File: src/rtl/uart_flow_consts.svh
// register offsets, field positions and timing counts of the flow control block
`ifndef UART_FLOW_CONSTS_SVH
`define UART_FLOW_CONSTS_SVH
// register byte offsets
`define OFF_EFR      8'h00
`define OFF_MCR      8'h04
`define OFF_IER      8'h08
`define OFF_LCR      8'h0C
`define OFF_FCR      8'h10
`define OFF_ISR      8'h14
`define OFF_RES1     8'h18
`define OFF_RES2     8'h1C
`define OFF_STOP1    8'h20
`define OFF_STOP2    8'h24
`define OFF_FLOWST   8'h28
// enhanced feature bits
`define EFR_SW_RX    0
`define EFR_DOUBLE   1
`define EFR_SW_TX    2
`define EFR_ENH      4
`define EFR_SPECIAL  5
`define EFR_ARTS     6
`define EFR_ACTS     7
// other field positions
`define MCR_RTS      1
`define MCR_IR       6
`define IER_RXTRIG   0
`define IER_STOP     5
`define IER_RTS      6
`define IER_CTS      7
`define ISR_STOP     4
`define ISR_HWFC     5
// reset value of all registers
`define REG_RST      8'h00
// 16x ticks
`define BIT_TICKS    4'hF
`define IR_PULSE     4'h3
`endif

File: src/rtl/uart_flow_pkg.sv
// types shared by the flow control block
package uart_flow_pkg;
    // one received or sent character with its strobe
    typedef struct packed {
        logic       vld;
        logic [7:0] data;
    } char_s;
    // automatic stop/resume sender
    typedef enum logic [4:0] {
        ST_IDLE  = 5'b00001,
        ST_WAIT  = 5'b00010,
        ST_STOP  = 5'b00100,
        ST_HELD  = 5'b01000,
        ST_RES   = 5'b10000
    } snd_e;
endpackage

File: src/rtl/uart_flow_ctl.sv
// flow control, special character and infrared extensions of one serial channel
//
// Implementation choices: the address map and the APB slave port.
`include "uart_flow_consts.svh"
module uart_flow_ctl (
    // clock and reset
    input  logic                 pclk,
    input  logic                 presetn,
    // apb slave
    input  logic                 psel,
    input  logic                 penable,
    input  logic                 pwrite,
    input  logic [7:0]           paddr,
    input  logic [31:0]          pwdata,
    output logic [31:0]          prdata,
    output logic                 pready,
    output logic                 pslverr,
    // timing and receive fifo fill
    input  logic                 tick16,
    input  logic [4:0]           rx_fill,
    // receive character path
    input  uart_flow_pkg::char_s rx_in,
    output uart_flow_pkg::char_s rx_out,
    // transmitter handshake
    output logic                 tx_go,
    output uart_flow_pkg::char_s ctl_char,
    input  logic                 ctl_take,
    input  logic                 tx_ser,
    input  logic                 tx_bit_start,
    // modem pins and serial pins
    output logic                 rts_n,
    input  logic                 cts_n,
    output logic                 tx_pin,
    input  logic                 rx_pin,
    output logic                 rx_ser,
    output logic                 irq
);
    logic [7:0]           enhanced_feature_reg_ff;
    logic [7:0]           modem_control_reg_ff;
    logic [7:0]           interrupt_enable_reg_ff;
    logic [7:0]           line_control_reg_ff;
    logic [1:0]           trig_sel_ff;
    logic [7:0]           res1_ff;
    logic [7:0]           res2_ff;
    logic [7:0]           stop1_ff;
    logic [7:0]           second_stop_character_ff;
    logic                 isr_stop_ff;
    logic                 isr_hwfc_ff;
    logic                 halt_ff;
    logic                 rts_hold_ff;
    logic                 rts_n_ff;
    logic                 cts_prev_ff;
    logic [31:0]          prdata_ff;
    uart_flow_pkg::char_s rx_out_ff;
    uart_flow_pkg::char_s pend_ff;
    uart_flow_pkg::char_s held_ff;
    logic                 held_stop_ff;
    uart_flow_pkg::snd_e  snd_ff;
    logic                 second_ff;
    logic [8:0]           wait_ff;
    logic [3:0]           irtx_ff;
    logic                 tx_pin_ff;
    logic [3:0]           irrx_ff;
    logic                 rx_prev_ff;
    logic                 rx_ser_ff;
    logic                 wr_acc;
    logic                 rd_isr;
    logic                 mapped;
    logic [7:0]           wmask;
    logic                 m_s1;
    logic                 m_s2;
    logic                 m_r1;
    logic                 m_r2;
    logic                 special;
    logic                 stop_hit;
    logic                 resume_hit;
    logic [4:0]           trig_lvl;
    logic [4:0]           low_lvl;
    logic [8:0]           two_chars;
    logic                 nxt_rts_n;
    logic                 ir_on;

    //----------------------------------------
    // register bus
    //----------------------------------------
    // zero wait access, read data latched in setup
    assign pready  = 1'b1;
    assign wr_acc  = psel & penable & pwrite;
    assign rd_isr  = psel & penable & ~pwrite & (paddr == `OFF_ISR);
    assign pslverr = psel & penable & ~mapped;
    assign prdata  = prdata_ff;

    // address decode for the error response
    always_comb
    begin
        mapped = 1'b1;
        case (paddr)
            `OFF_EFR, `OFF_MCR, `OFF_IER, `OFF_LCR, `OFF_FCR, `OFF_ISR,
            `OFF_RES1, `OFF_RES2, `OFF_STOP1, `OFF_STOP2, `OFF_FLOWST: mapped = 1'b1;
            default: mapped = 1'b0;
        endcase
    end

    // read data capture in setup phase
    always_ff @(posedge pclk or negedge presetn)
    begin
        if (!presetn)
            prdata_ff <= 32'h0000_0000;
        else if (psel & ~penable & ~pwrite)
        begin
            case (paddr)
                `OFF_EFR:    prdata_ff <= {24'h0, enhanced_feature_reg_ff};
                `OFF_MCR:    prdata_ff <= {24'h0, modem_control_reg_ff};
                `OFF_IER:    prdata_ff <= {24'h0, interrupt_enable_reg_ff};
                `OFF_LCR:    prdata_ff <= {24'h0, line_control_reg_ff};
                `OFF_FCR:    prdata_ff <= {30'h0, trig_sel_ff};
                `OFF_ISR:    prdata_ff <= {26'h0, isr_hwfc_ff, isr_stop_ff, 4'h0};
                `OFF_RES1:   prdata_ff <= {24'h0, res1_ff};
                `OFF_RES2:   prdata_ff <= {24'h0, res2_ff};
                `OFF_STOP1:  prdata_ff <= {24'h0, stop1_ff};
                `OFF_STOP2:  prdata_ff <= {24'h0, second_stop_character_ff};
                `OFF_FLOWST: prdata_ff <= {27'h0, snd_ff != uart_flow_pkg::ST_IDLE, held_ff.vld,
                                           rts_hold_ff, cts_n, halt_ff};
                default:     prdata_ff <= 32'h0000_0000;
            endcase
        end
    end

    // control registers
    // characters reset zero
    always_ff @(posedge pclk or negedge presetn)
    begin
        if (!presetn)
        begin
            enhanced_feature_reg_ff  <= `REG_RST;
            modem_control_reg_ff     <= `REG_RST;
            interrupt_enable_reg_ff  <= `REG_RST;
            line_control_reg_ff      <= `REG_RST;
            trig_sel_ff              <= 2'h0;
            res1_ff                  <= `REG_RST;
            res2_ff                  <= `REG_RST;
            stop1_ff                 <= `REG_RST;
            second_stop_character_ff <= `REG_RST;
        end
        else if (wr_acc)
        begin
            case (paddr)
                `OFF_EFR:   enhanced_feature_reg_ff  <= pwdata[7:0];
                `OFF_MCR:   modem_control_reg_ff     <= pwdata[7:0];
                `OFF_IER:   interrupt_enable_reg_ff  <= pwdata[7:0];
                `OFF_LCR:   line_control_reg_ff      <= pwdata[7:0];
                `OFF_FCR:   trig_sel_ff              <= pwdata[1:0];
                `OFF_RES1:  res1_ff                  <= pwdata[7:0];
                `OFF_RES2:  res2_ff                  <= pwdata[7:0];
                `OFF_STOP1: stop1_ff                 <= pwdata[7:0];
                `OFF_STOP2: second_stop_character_ff <= pwdata[7:0];
                default:    ;
            endcase
        end
    end

    //----------------------------------------
    // character matching
    //----------------------------------------
    // word length mask
    always_comb
    begin
        case (line_control_reg_ff[1:0])
            2'h0:    wmask = 8'h1F;
            2'h1:    wmask = 8'h3F;
            2'h2:    wmask = 8'h7F;
            default: wmask = 8'hFF;
        endcase
    end

    assign m_s1 = ((rx_in.data ^ stop1_ff) & wmask) == 8'h00;
    assign m_s2 = ((rx_in.data ^ second_stop_character_ff) & wmask) == 8'h00;
    assign m_r1 = ((rx_in.data ^ res1_ff) & wmask) == 8'h00;
    assign m_r2 = ((rx_in.data ^ res2_ff) & wmask) == 8'h00;
    assign special = enhanced_feature_reg_ff[`EFR_SPECIAL] & m_s2;

    assign stop_hit = rx_in.vld & enhanced_feature_reg_ff[`EFR_SW_RX] & ~special &
                      (enhanced_feature_reg_ff[`EFR_DOUBLE] ? (held_ff.vld & held_stop_ff & m_s2) : m_s1);
    assign resume_hit = rx_in.vld & enhanced_feature_reg_ff[`EFR_SW_RX] & ~special & ~stop_hit &
                        (enhanced_feature_reg_ff[`EFR_DOUBLE] ? (held_ff.vld & ~held_stop_ff & m_r2) : m_r1);

    // receive stream filter; a lone first character waits for the next one
    // flow characters dropped
    always_ff @(posedge pclk or negedge presetn)
    begin
        if (!presetn)
        begin
            rx_out_ff    <= '0;
            pend_ff      <= '0;
            held_ff      <= '0;
            held_stop_ff <= 1'b0;
        end
        else
        begin
            rx_out_ff.vld <= 1'b0;
            if (pend_ff.vld)
            begin
                rx_out_ff <= pend_ff;
                pend_ff   <= '0;
            end
            if (rx_in.vld)
            begin
                if (special | ~enhanced_feature_reg_ff[`EFR_SW_RX])
                    rx_out_ff <= rx_in;
                else if (~enhanced_feature_reg_ff[`EFR_DOUBLE])
                begin
                    if (~(m_s1 | m_r1))
                        rx_out_ff <= rx_in;
                end
                else if (held_ff.vld)
                begin
                    held_ff <= '0;
                    if (~(stop_hit | resume_hit))
                    begin
                        rx_out_ff <= held_ff;
                        if (m_s1 | m_r1)
                        begin
                            held_ff      <= rx_in;
                            held_stop_ff <= m_s1;
                        end
                        else
                            pend_ff <= rx_in;
                    end
                end
                else if (m_s1 | m_r1)
                begin
                    held_ff      <= rx_in;
                    held_stop_ff <= m_s1;
                end
                else
                    rx_out_ff <= rx_in;
            end
        end
    end
    assign rx_out = rx_out_ff;

    //----------------------------------------
    // transmit gating and status
    //----------------------------------------
    // software halt state
    always_ff @(posedge pclk or negedge presetn)
    begin
        if (!presetn)
            halt_ff <= 1'b0;
        else if (stop_hit)
            halt_ff <= 1'b1;
        else if (resume_hit)
            halt_ff <= 1'b0;
    end

    assign tx_go = ~halt_ff & ~(enhanced_feature_reg_ff[`EFR_ACTS] & cts_n);

    always_ff @(posedge pclk or negedge presetn)
    begin
        if (!presetn)
            isr_stop_ff <= 1'b0;
        else if (stop_hit | (rx_in.vld & special))
            isr_stop_ff <= 1'b1;
        else if (resume_hit | rd_isr)
            isr_stop_ff <= 1'b0;
    end

    always_ff @(posedge pclk or negedge presetn)
    begin
        if (!presetn)
            isr_hwfc_ff <= 1'b0;
        else if (enhanced_feature_reg_ff[`EFR_ENH] &
                 ((interrupt_enable_reg_ff[`IER_RTS] & ~rts_n_ff & nxt_rts_n) |
                  (interrupt_enable_reg_ff[`IER_CTS] & ~cts_prev_ff & cts_n)))
            isr_hwfc_ff <= 1'b1;
        else if (rd_isr)
            isr_hwfc_ff <= 1'b0;
    end

    assign irq = (isr_stop_ff & interrupt_enable_reg_ff[`IER_STOP]) | isr_hwfc_ff |
                 (interrupt_enable_reg_ff[`IER_RXTRIG] & (rx_fill >= trig_lvl));

    //----------------------------------------
    // hardware request flow control
    //----------------------------------------
    // trigger level and paired low level
    always_comb
    begin
        case (trig_sel_ff)
            2'h0:    begin trig_lvl = 5'h01; low_lvl = 5'h00; end
            2'h1:    begin trig_lvl = 5'h04; low_lvl = 5'h01; end
            2'h2:    begin trig_lvl = 5'h08; low_lvl = 5'h04; end
            default: begin trig_lvl = 5'h0E; low_lvl = 5'h08; end
        endcase
    end

    always_ff @(posedge pclk or negedge presetn)
    begin
        if (!presetn)
            rts_hold_ff <= 1'b0;
        else if (rx_fill >= trig_lvl)
            rts_hold_ff <= 1'b1;
        else if (rx_fill <= low_lvl)
            rts_hold_ff <= 1'b0;
    end

    assign nxt_rts_n = ~(modem_control_reg_ff[`MCR_RTS] &
                         ~(enhanced_feature_reg_ff[`EFR_ARTS] & rts_hold_ff));

    // pin and edge history
    always_ff @(posedge pclk or negedge presetn)
    begin
        if (!presetn)
        begin
            rts_n_ff    <= 1'b1;
            cts_prev_ff <= 1'b1;
        end
        else
        begin
            rts_n_ff    <= nxt_rts_n;
            cts_prev_ff <= cts_n;
        end
    end
    assign rts_n = rts_n_ff;

    //----------------------------------------
    // automatic stop/resume sender
    //----------------------------------------
    // two characters of 16x ticks
    // start, five data and one stop bit is the shortest frame: seven bits
    assign two_chars = {(4'h7 + {2'h0, line_control_reg_ff[1:0]} + {3'h0, line_control_reg_ff[3]} +
                         {3'h0, line_control_reg_ff[2]}), 5'h00};

    always_ff @(posedge pclk or negedge presetn)
    begin
        if (!presetn)
        begin
            snd_ff    <= uart_flow_pkg::ST_IDLE;
            second_ff <= 1'b0;
            wait_ff   <= 9'h000;
        end
        else
        begin
            case (snd_ff)
                uart_flow_pkg::ST_IDLE:
                    if (enhanced_feature_reg_ff[`EFR_SW_TX] & (rx_fill >= trig_lvl))
                    begin
                        snd_ff  <= uart_flow_pkg::ST_WAIT;
                        wait_ff <= two_chars;
                    end
                uart_flow_pkg::ST_WAIT:
                    if (wait_ff == 9'h000)
                        snd_ff <= uart_flow_pkg::ST_STOP;
                    else if (tick16)
                        wait_ff <= wait_ff - 9'h001;
                uart_flow_pkg::ST_STOP, uart_flow_pkg::ST_RES:
                    if (ctl_take)
                    begin
                        if (enhanced_feature_reg_ff[`EFR_DOUBLE] & ~second_ff)
                            second_ff <= 1'b1;
                        else
                        begin
                            second_ff <= 1'b0;
                            snd_ff    <= (snd_ff == uart_flow_pkg::ST_STOP) ?
                                         uart_flow_pkg::ST_HELD : uart_flow_pkg::ST_IDLE;
                        end
                    end
                uart_flow_pkg::ST_HELD:
                    if (rx_fill <= low_lvl)
                        snd_ff <= uart_flow_pkg::ST_RES;
                default:
                    snd_ff <= uart_flow_pkg::ST_IDLE;
            endcase
        end
    end

    // character offered to the transmitter
    always_comb
    begin
        ctl_char.vld  = (snd_ff == uart_flow_pkg::ST_STOP) | (snd_ff == uart_flow_pkg::ST_RES);
        ctl_char.data = (snd_ff == uart_flow_pkg::ST_STOP) ? (second_ff ? second_stop_character_ff : stop1_ff)
                                                           : (second_ff ? res2_ff : res1_ff);
    end

    //----------------------------------------
    // infrared encoder and decoder
    //----------------------------------------
    assign ir_on = modem_control_reg_ff[`MCR_IR];

    always_ff @(posedge pclk or negedge presetn)
    begin
        if (!presetn)
        begin
            irtx_ff   <= 4'h0;
            tx_pin_ff <= 1'b1;
        end
        else
        begin
            if (tx_bit_start & ~tx_ser)
                irtx_ff <= `IR_PULSE;
            else if (tick16 & (irtx_ff != 4'h0))
                irtx_ff <= irtx_ff - 4'h1;
            tx_pin_ff <= ir_on ? (irtx_ff != 4'h0) : tx_ser;
        end
    end
    assign tx_pin = tx_pin_ff;

    always_ff @(posedge pclk or negedge presetn)
    begin
        if (!presetn)
        begin
            irrx_ff    <= 4'h0;
            rx_prev_ff <= 1'b0;
            rx_ser_ff  <= 1'b1;
        end
        else
        begin
            rx_prev_ff <= rx_pin;
            if (rx_pin & ~rx_prev_ff)
                irrx_ff <= `BIT_TICKS;
            else if (tick16 & (irrx_ff != 4'h0))
                irrx_ff <= irrx_ff - 4'h1;
            rx_ser_ff <= ir_on ? ((irrx_ff != 4'h0) | (rx_pin & ~rx_prev_ff)) : rx_pin;
        end
    end
    assign rx_ser = rx_ser_ff;
endmodule

File: config.mk
export PLATFORM = sky130hd
export DESIGN_NAME = uart_flow_ctl
export DESIGN_NICKNAME = d
export VERILOG_FILES = /design/src/rtl/uart_flow_pkg.sv /design/src/rtl/uart_flow_ctl.sv
export VERILOG_INCLUDE_DIRS = /design/src /design/src/rtl
export SDC_FILE = /design/constraint.sdc
export NUM_CORES = 1
export LEC_CHECK = 0
export ABC_AREA = 1
export BUFFER_PORTS_ARGS = -buffer_cell sky130_fd_sc_hd__buf_2
export CAP_MARGIN = 20
export CORE_MARGIN = 10
export CORE_UTILIZATION = 40
export DETAILED_ROUTE_END_ITERATION = 8
export PLACE_DENSITY = 0.62
export SLEW_MARGIN = 30
export SYNTH_ARGS = -nofsm -noshare
export SYNTH_HDL_FRONTEND = slang
export SYNTH_SLANG_ARGS = --single-unit
File: constraint.sdc
create_clock -name pclk -period 2.2 [get_ports pclk]
set_input_delay 0.22 -clock pclk [delete_from_list [all_inputs] [get_ports pclk]]
set_output_delay 0.22 -clock pclk [all_outputs]
set_load 0.005 [all_outputs]
Yosys cells after proc, flatten, opt, wreduce, memory -nomap -nowiden --
Cells that the tools add are included.
Storage, ports and cells: logic and storage cells 229, output and inout port bits 57, flip-flop bits (word level) 158
Operators by class: equal/unequal tests 28, multiplexer cells 57, bitwise logic cells 70, magnitude comparators 2, add/subtract/negate cells 6, reductions and logical operators 35
Operator list (number):
- 9-bit two-way mux | 20
- 8-bit one-hot mux with 11 select lines | 1
- 8-bit zero test | 5
- 1-bit AND | 35
- 8-bit AND | 4
- 8-bit by 5-bit == test with 1-bit output (second input constant) | 4
- 8-bit two-way mux | 4
- 8-bit bitwise XOR | 4
- 5-bit two-way mux | 5
- 8-bit by 6-bit == test with 1-bit output (second input constant) | 3
- 4-bit one-hot mux with 3 select lines | 2
- 8-bit one-hot mux with 3 select lines | 1
- 4-bit two-way mux | 5
- 5-bit one-hot mux with 4 select lines | 1
- 2-bit AND reduction | 10
- 9-bit one-hot mux with 2 select lines | 1
- 1-bit two-way mux | 17
- 1-bit inverter | 17
- 8-bit by 4-bit == test with 1-bit output (second input constant) | 2
- 2-bit inequality test (second input constant) | 8
- 2-bit nonzero test | 8
- 4-bit AND reduction | 3
- 11-bit OR reduction | 1
- 1-bit bitwise OR | 10
- 21 further kinds | 27

Logic depth before layout (Yosys ltp) --
Gate-level depths: netlist (run 1).
word-level depth 17, gate-level depth with buffers 16

Least setup slack after synthesis (run 1) --
No wires, ideal clock.
kind reg2reg, start register trig_sel_ff[0], end register snd_ff[2], setup time 141 ps, data required time 2059 ps, arrival time 1945 ps, stages on the path, launching flop included 12, clock period less this slack 2086 ps, setup slack 114 ps, path buffers 0, cells stage by stage dfrtp_1 > inv_1 > nand2_1 > ha_1 > nand2_1 > or3b_1 > a21oi_1 > nor2_1 > clkinv_1 > nand2_1 > nor3_1 > o21ai_0
Between the ends: cells in the longest elaborated chain, start to end 6, elaborated cells on any way between the ends 11, classes of those cells order compare: 2; eq/ne: 4; mux: 2; bitwise: 1; reduce/logical: 2
Ends and longest elaborated chain:
- start, declared | line uart_flow_ctl.sv:42 | logic [1:0] trig_sel_ff;
- start signal, assigned | line uart_flow_ctl.sv:152 | `OFF_FCR: trig_sel_ff <= pwdata[1:0];
- 2-bit == test (tied with other cells) | line uart_flow_ctl.sv:289 | case (trig_sel_ff)
- 4-bit one-hot mux with 3 select lines | line uart_flow_ctl.sv:289
- 5-bit >= comparator | line uart_flow_ctl.sv:346 | if (enhanced_feature_reg_ff[`EFR_SW_TX] & (rx_fill >= trig_lvl))
- 1-bit AND | line uart_flow_ctl.sv:346
- 2-bit inequality test (no source line)
- 5-bit AND reduction (no source line) (*)
- end signal, assigned | line uart_flow_ctl.sv:348 | snd_ff <= uart_flow_pkg::ST_WAIT;
- end signal, assigned | line uart_flow_ctl.sv:353 | snd_ff <= uart_flow_pkg::ST_STOP;
- end signal, assigned | line uart_flow_ctl.sv:364 | snd_ff <= (snd_ff == uart_flow_pkg::ST_STOP) ?
- end, declared | line uart_flow_ctl.sv:58 | uart_flow_pkg::snd_e snd_ff;
Mark *: on every way between the ends. The rest lies on a longest branch, timed or not. A chain may end at the register's enable or synchronous reset.

==> flow_summary_export.csv, run 1 <==
group,metric,value,unit
floorplan,num_rows,51,
synth,synth.cell_area,7930,sq um
floorplan,fp.dieW,161,microns
timing,setup_viol,0,
placed_design,place_area,8640,sq um
cts,cts_buffers,17,
synth,synthesis.instances,1071,
timing,hold_viol_final,0,
floorplan,start_util,40.7,%
cts,clockBufferDepth,2,
route,firstDrtPassIters,5,
synth,ys.flop_type,"dfrtp_1",
synth,ys_ff_latch,134,
final_layout,final_core_utilization,48.4,%
job,cap_violations,0,
final_layout,nNetsFinal,1256,
critical_path,crit_type,"reg2out",
placed_design,dpl.hpwl,17.8,mm
route,routed_wirelength,23.6,mm
synth,synthArstFlopShare,100,%
placed_design,gp_congestion,0.899,
pwr,p_total,0.00754,W
status,status,"finished, final reports clean",
critical_path,end_kind,"output pin",
synth,syn_area_per_cell,7.40,sq um
worst_hold_path,min_path_type,"in2reg",
cts,cts.sinks,134,
floorplan,die-area,25800,sq um
timing,drv_slew,0,
final_layout,n_fill_cell,1942,
pwr,power.density,800,nW/um^2
cts,clk_latency,0.42,ns
placed_design,io_buffers,72,
timing,rsz0062_at_grt,"yes",
pwr,leakage,4.58,nW
synth,synth_edf_count,0,
route,drt-initial-drc-count,741,
global_routing,grt_pass1_wl,37.4,mm
floorplan,fp.coreArea,19500,sq um
route,wl_per_cell,16.2,microns
global_routing,antenna_found_initial,0,
route,postRouteAntennaNets,0,
synth,ys_types,54,
synth,ys_seq_area_share,42.4,%
timing,setup_ws,0.00530,ns
route,drc,0,
critical_path,crit_arrival,1.97,ns
cts,tritoncts,"done",
cts,path_clk_slew,0.06,ns
pwr,peakVddDrop,557,uV
timing,period_needed,2.19,ns
final_layout,num_antenna_cells,0,
route,viasPerCell,5.04,
floorplan,num_io_pins,122,
floorplan,die_h,161,microns
timing,worstMarginPinSlew,0.594,ns
timing,finalSetupTns,0,ns
cts,h-tree-depth,4,
timing,fin_skew,0.00934,ns
synth,ys_warn_count,0,
timing,slew-limit-headroom,60.3,%
cts,root_buffer,"clkbuf_16",
placed_design,pre_cts_ws,-0.0371,ns
critical_path,required,1.98,ns
global_routing,first_global_vias,6949,
final_layout,drive_above_1_share,17.8,%
critical_path,worst_setup_path_start_kind,"flip-flop",
timing,final.period_utilization,99.8,%
global_routing,grt_max_degree,60,
global_routing,grt-ovfl-total,0,
final_layout,design_area,9430,sq um
final_layout,areaGrowthSynthToFinish,18.9,%
timing,max_freq,456,MHz
route,vias,7339,
global_routing,grt_use_total,18.1,%
critical_path,worstPathMaxFanout,6,
[cell usage in the layout, fill, tap and decap left out, types with 8 or more instances in the layout]
master,netlist,final
a21oi_1,40,39
buf_2,7,71
buf_4,28,42
clkbuf_16,0,17
conb_1,2,25
dfrtp_1,129,127
ha_1,13,13
inv_1,133,131
inv_2,11,12
nand2_1,294,293
nand2_2,7,8
nand3_1,70,70
nand4_1,9,9
nor2_1,56,55
nor3_1,10,9
o211ai_1,10,10
o21ai_0,122,113
o21ai_1,27,32
o22ai_1,14,14
[path summary, 6_finish.rpt]
check,from,endpoint,slack [ns],depth (start not counted)
worst min register to register,line_control_reg_ff[6],line_control_reg_ff[6],0.49,2
max in group asynchronous,presetn,line_control_reg_ff[1],1.12,3
worst max register to register,trig_sel_ff[1],snd_ff[2],0.05,12
worst min-delay path,tx_ser,tx_pin,0.02,3
worst max-delay path,snd_ff[1],ctl_char[0],0.005,10
min in group asynchronous,presetn,irtx_ff[3],0.33,2
[cells in the mapped netlist, types with 2 or more instances]
| cell | number | share of area [%] |
|---|---|---|
| nor3_1 | 10 | 0.63 |
| dfstp_2 | 5 | 1.7 |
| nand2_1 | 294 | 14 |
| nor2_1 | 56 | 2.7 |
| buf_2 | 7 | 0.44 |
| buf_6 | 8 | 1.1 |
| nand4_1 | 9 | 0.71 |
| dfrtp_1 | 129 | 41 |
| inv_2 | 11 | 0.52 |
| buf_4 | 28 | 2.7 |
| a21oi_1 | 40 | 2.5 |
| clkinv_2 | 3 | 0.19 |
| a31oi_1 | 2 | 0.16 |
| o21ai_1 | 27 | 1.7 |
| ha_1 | 13 | 2.1 |
| or2_2 | 5 | 0.39 |
| nand3_1 | 70 | 4.4 |
| a21oi_2 | 2 | 0.22 |
| nand2_4 | 2 | 0.28 |
| nor2_4 | 2 | 0.28 |
| o221ai_1 | 3 | 0.33 |
| clkbuf_1 | 14 | 0.66 |
| buf_1 | 2 | 0.095 |
| xor2_1 | 2 | 0.22 |
| o21ai_0 | 122 | 7.7 |
| o22ai_1 | 14 | 1.1 |
| conb_1 | 2 | 0.095 |
| nor3_2 | 3 | 0.38 |
| o31ai_1 | 3 | 0.28 |
| a22o_1 | 2 | 0.22 |
| nor4_1 | 2 | 0.16 |
| nand3b_1 | 4 | 0.38 |
| inv_1 | 133 | 6.3 |
| clkinv_1 | 2 | 0.095 |
| xnor2_1 | 5 | 0.55 |
| o2111ai_1 | 2 | 0.22 |
| o211ai_1 | 10 | 0.95 |
| nand2_2 | 7 | 0.55 |
[repair_timing]
action	CTS	global route
pin swaps	0	3
setup buffers	3	5
endpoints found under the setup margin	12	32
hold endpoints to repair	57	0
hold buffers	4	0
gates cloned	0	1
resized for setup	10	21
[cells by family (layout without fill, tap and decap cells)]
logic type                 count (synthesis)  in the layout  synth area share (%)
adders and majority gates                 14             14                  2.31
xor gates and xnor gates                   8              8                 0.979
AOI/OAI and AO/OA                        233            233                  16.2
and+or+nand+nor                          470            470                  25.8
other                                      2             25                0.0948
buffers and inverters                    210            306                  12.3
DFF                                      134            134                  42.4
[per-layer routing]
metal	vias to the layer above	share of wire (%)	GRT usage, %
met2	261	44	27.2
met4	0	1.4	5.79
li1	3656	-	-
met5	-	0	0
met3	16	7.1	3.91
met1	3406	47	25.2
[registers in the layout, indices dropped and copies added (netlist names), 9 cells and up]
signal	count
held_ff	9
pend_ff	9
rx_out	9
wait_ff	9
[stage by stage]
stage	hold WS, ns	std cells
6_report	0.0207	1455
5_1_grt	0.0342	1455
4_1_cts	0.00161	1450
3_5_place_dp	0.245	1411
3_3_place_gp	0.238	1411
2_1_floorplan	-0.0756	1094
[critical path, stage by stage (launching register included)]
cell	delay, ns
dfrtp_1	0.42
nor2_4	0.12
nand2_2	0.07
nor3_4	0.20
buf_4	0.16
buf_6	0.10
inv_6	0.04
buf_6	0.12
o211ai_1	0.08
o21ai_1	0.10
buf_2	0.14
[final cells by class]
| cell class | count | area, sq um | area share [%] |
|---|---|---|---|
| clock buffers | 19 | 453 | 4.80 |
| well taps | 265 | 332 | 3.52 |
| repair inverters | 1 | 7.51 | 0.0796 |
| clock inverters | 13 | 170 | 1.81 |
| inverters | 151 | 583 | 6.19 |
| flip-flops and latches | 134 | 3360 | 35.7 |
| multi-input cells | 750 | 3730 | 39.6 |
| repair buffers | 122 | 785 | 8.32 |
[report_power, final]
| part | internal, W | switching [W] |
|---|---|---|
| logic | 0.000653 | 0.00101 |
| clock network | 0.00186 | 0.00115 |
| registers | 0.00267 | 0.000208 |
| total | 0.00518 | 0.00236 |
Note: power is estimated with default switching activity, not from simulation.
==> run 2, diff against run 1 <==
PLACE_DENSITY = 0.67   (was 0.62)
==> flow_summary_export.csv, run 2 (synthesis results as in run 1) <==
group,metric,value,unit
critical_path,required,1.98,ns
final_layout,num_antenna_cells,0,
cts,cts.sinks,134,
floorplan,die-area,25800,sq um
job,cap_violations,0,
timing,period_needed,2.32,ns
status,status,"finished with violations",
cts,cts_buffers,17,
placed_design,place_area,8700,sq um
global_routing,grt-ovfl-total,0,
timing,final.period_utilization,105,%
final_layout,layout_commonest_cell,"nand2_1",
critical_path,worst_setup_path_start_kind,"flip-flop",
cts,tritoncts,"done",
cts,clockBufferDepth,2,
cts,path_clk_slew,0.06,ns
status,violations,"negative setup slack",
timing,drv_slew,0,
cts,h-tree-depth,4,
final_layout,final_cell_mix,"nand2_1 (293), inv_1 (129), dfrtp_1 (127)",
global_routing,grt_pass1_wl,38.4,mm
timing,max_freq,432,MHz
cts,root_buffer,"clkbuf_16",
route,drt-initial-drc-count,756,
global_routing,antenna_found_initial,0,
critical_path,crit_arrival,2.10,ns
floorplan,fp.coreArea,19500,sq um
global_routing,first_global_vias,7212,
timing,hold_viol_final,0,
timing,rsz0062_at_grt,"yes",
timing,setup_ws,-0.116,ns
final_layout,areaGrowthSynthToFinish,20.3,%
floorplan,fp.dieW,161,microns
placed_design,dpl.hpwl,17.4,mm
timing,finalSetupTns,-0.116,ns
timing,setup_viol,1,
route,viasPerCell,5.13,
placed_design,pre_cts_ws,0.0229,ns
route,firstDrtPassIters,6,
final_layout,nNetsFinal,1260,
global_routing,grt_max_degree,46,
floorplan,num_rows,51,
global_routing,grt.busiest_layer,"met2",
placed_design,io_buffers,72,
timing,fin_skew,0.0131,ns
global_routing,grt_use_total,18.3,%
route,wl_per_cell,16.3,microns
floorplan,num_io_pins,122,
route,postRouteAntennaNets,0,
worst_hold_path,min_path_type,"in2reg",
timing,slew-limit-headroom,57.8,%
pwr,power.density,807,nW/um^2
cts,clk_latency,0.43,ns
pwr,leakage,4.62,nW
timing,worstMarginPinSlew,0.631,ns
critical_path,end_kind,"output pin",
placed_design,gp_congestion,0.950,
global_routing,grt_use_met1,24.4,%
floorplan,die_h,161,microns
critical_path,worstPathMaxFanout,2,
floorplan,start_util,40.7,%
final_layout,drive_above_1_share,18.2,%
global_routing,grt_use_met2,29.3,%
pwr,peakVddDrop,549,uV
route,drc,0,
critical_path,crit_type,"reg2out",
route,routed_wirelength,23.7,mm
final_layout,design_area,9530,sq um
global_routing,use_met3,3.45,%
route,vias,7480,
run 2: stage by stage:
step / util (%) / std cells / hold slack, ns / power, W
global placement: 44.7 / 1418 / 0.189 / 0.00446
CTS: 48.4 / 1455 / 0.0382 / 0.00771
global route: 49.0 / 1459 / 0.0672 / 0.00811
finish: 49.0 / 1459 / 0.0402 / 0.00769
detailed placement: 44.7 / 1418 / 0.189 / 0.00450
floorplan: - / 1094 / -0.0756 / 0.00395
run 2: power by group:
part	internal [W]	total, W	switching [W]
Combinational	0.000660	0.00170	0.00104
Clock	0.00202	0.00318	0.00115
Sequential	0.00267	0.00282	0.000150
run 2: final timing paths:
kind / startpoint / end / slack (ns) / depth (start not counted)
max reg2reg: trig_sel_ff[0] / snd_ff[4] / 0.02 / 14
min: tx_ser / tx_pin / 0.04 / 3
max: trig_sel_ff[0] / irq / -0.12 / 14
min reg2reg: modem_control_reg_ff[1] / rts_n / 0.48 / 1
min in group asynchronous: presetn / irrx_ff[1] / 0.28 / 2
max in group asynchronous: presetn / line_control_reg_ff[1] / 1.22 / 3
run 2: worst max-delay path, cell delays in order (launching register included):
cell and delay, ns:
dfrtp_1 0.36, buf_6 0.11, nor2_4 0.03, ha_4 0.25, inv_2 0.02, nand2_1 0.05, nand2_1 0.05, nand2_1 0.06
nand2_1 0.05, a21boi_1 0.14, nor2_1 0.06, nand2_1 0.08, inv_2 0.07, o21ai_2 0.17, buf_2 0.14
run 2: layer usage:
layer	part of all wire [%]	vias up
met3	7.2	27
met5	0	-
met4	1.7	0
met2	47	288
li1	-	3660
met1	44	3505
run 2: area by class of cell:
cell class | count | area, sq um
flip-flops and latches | 134 | 3360
inverters | 151 | 583
clock buffers | 18 | 429
repair buffers | 125 | 820
well taps | 265 | 332
fillers | 1876 | 9930
multi-input cells | 752 | 3780
clock inverters | 14 | 224
run 2: repair_timing:
action | CTS | global route
gates cloned | 0 | 2
pin swaps | 1 | 12
hold buffers | 4 | 0
resized for setup | 9 | 21
endpoints found under the setup margin | 4 | 43
buffers inserted | 1 | 2
hold endpoints to repair | 42 | 0
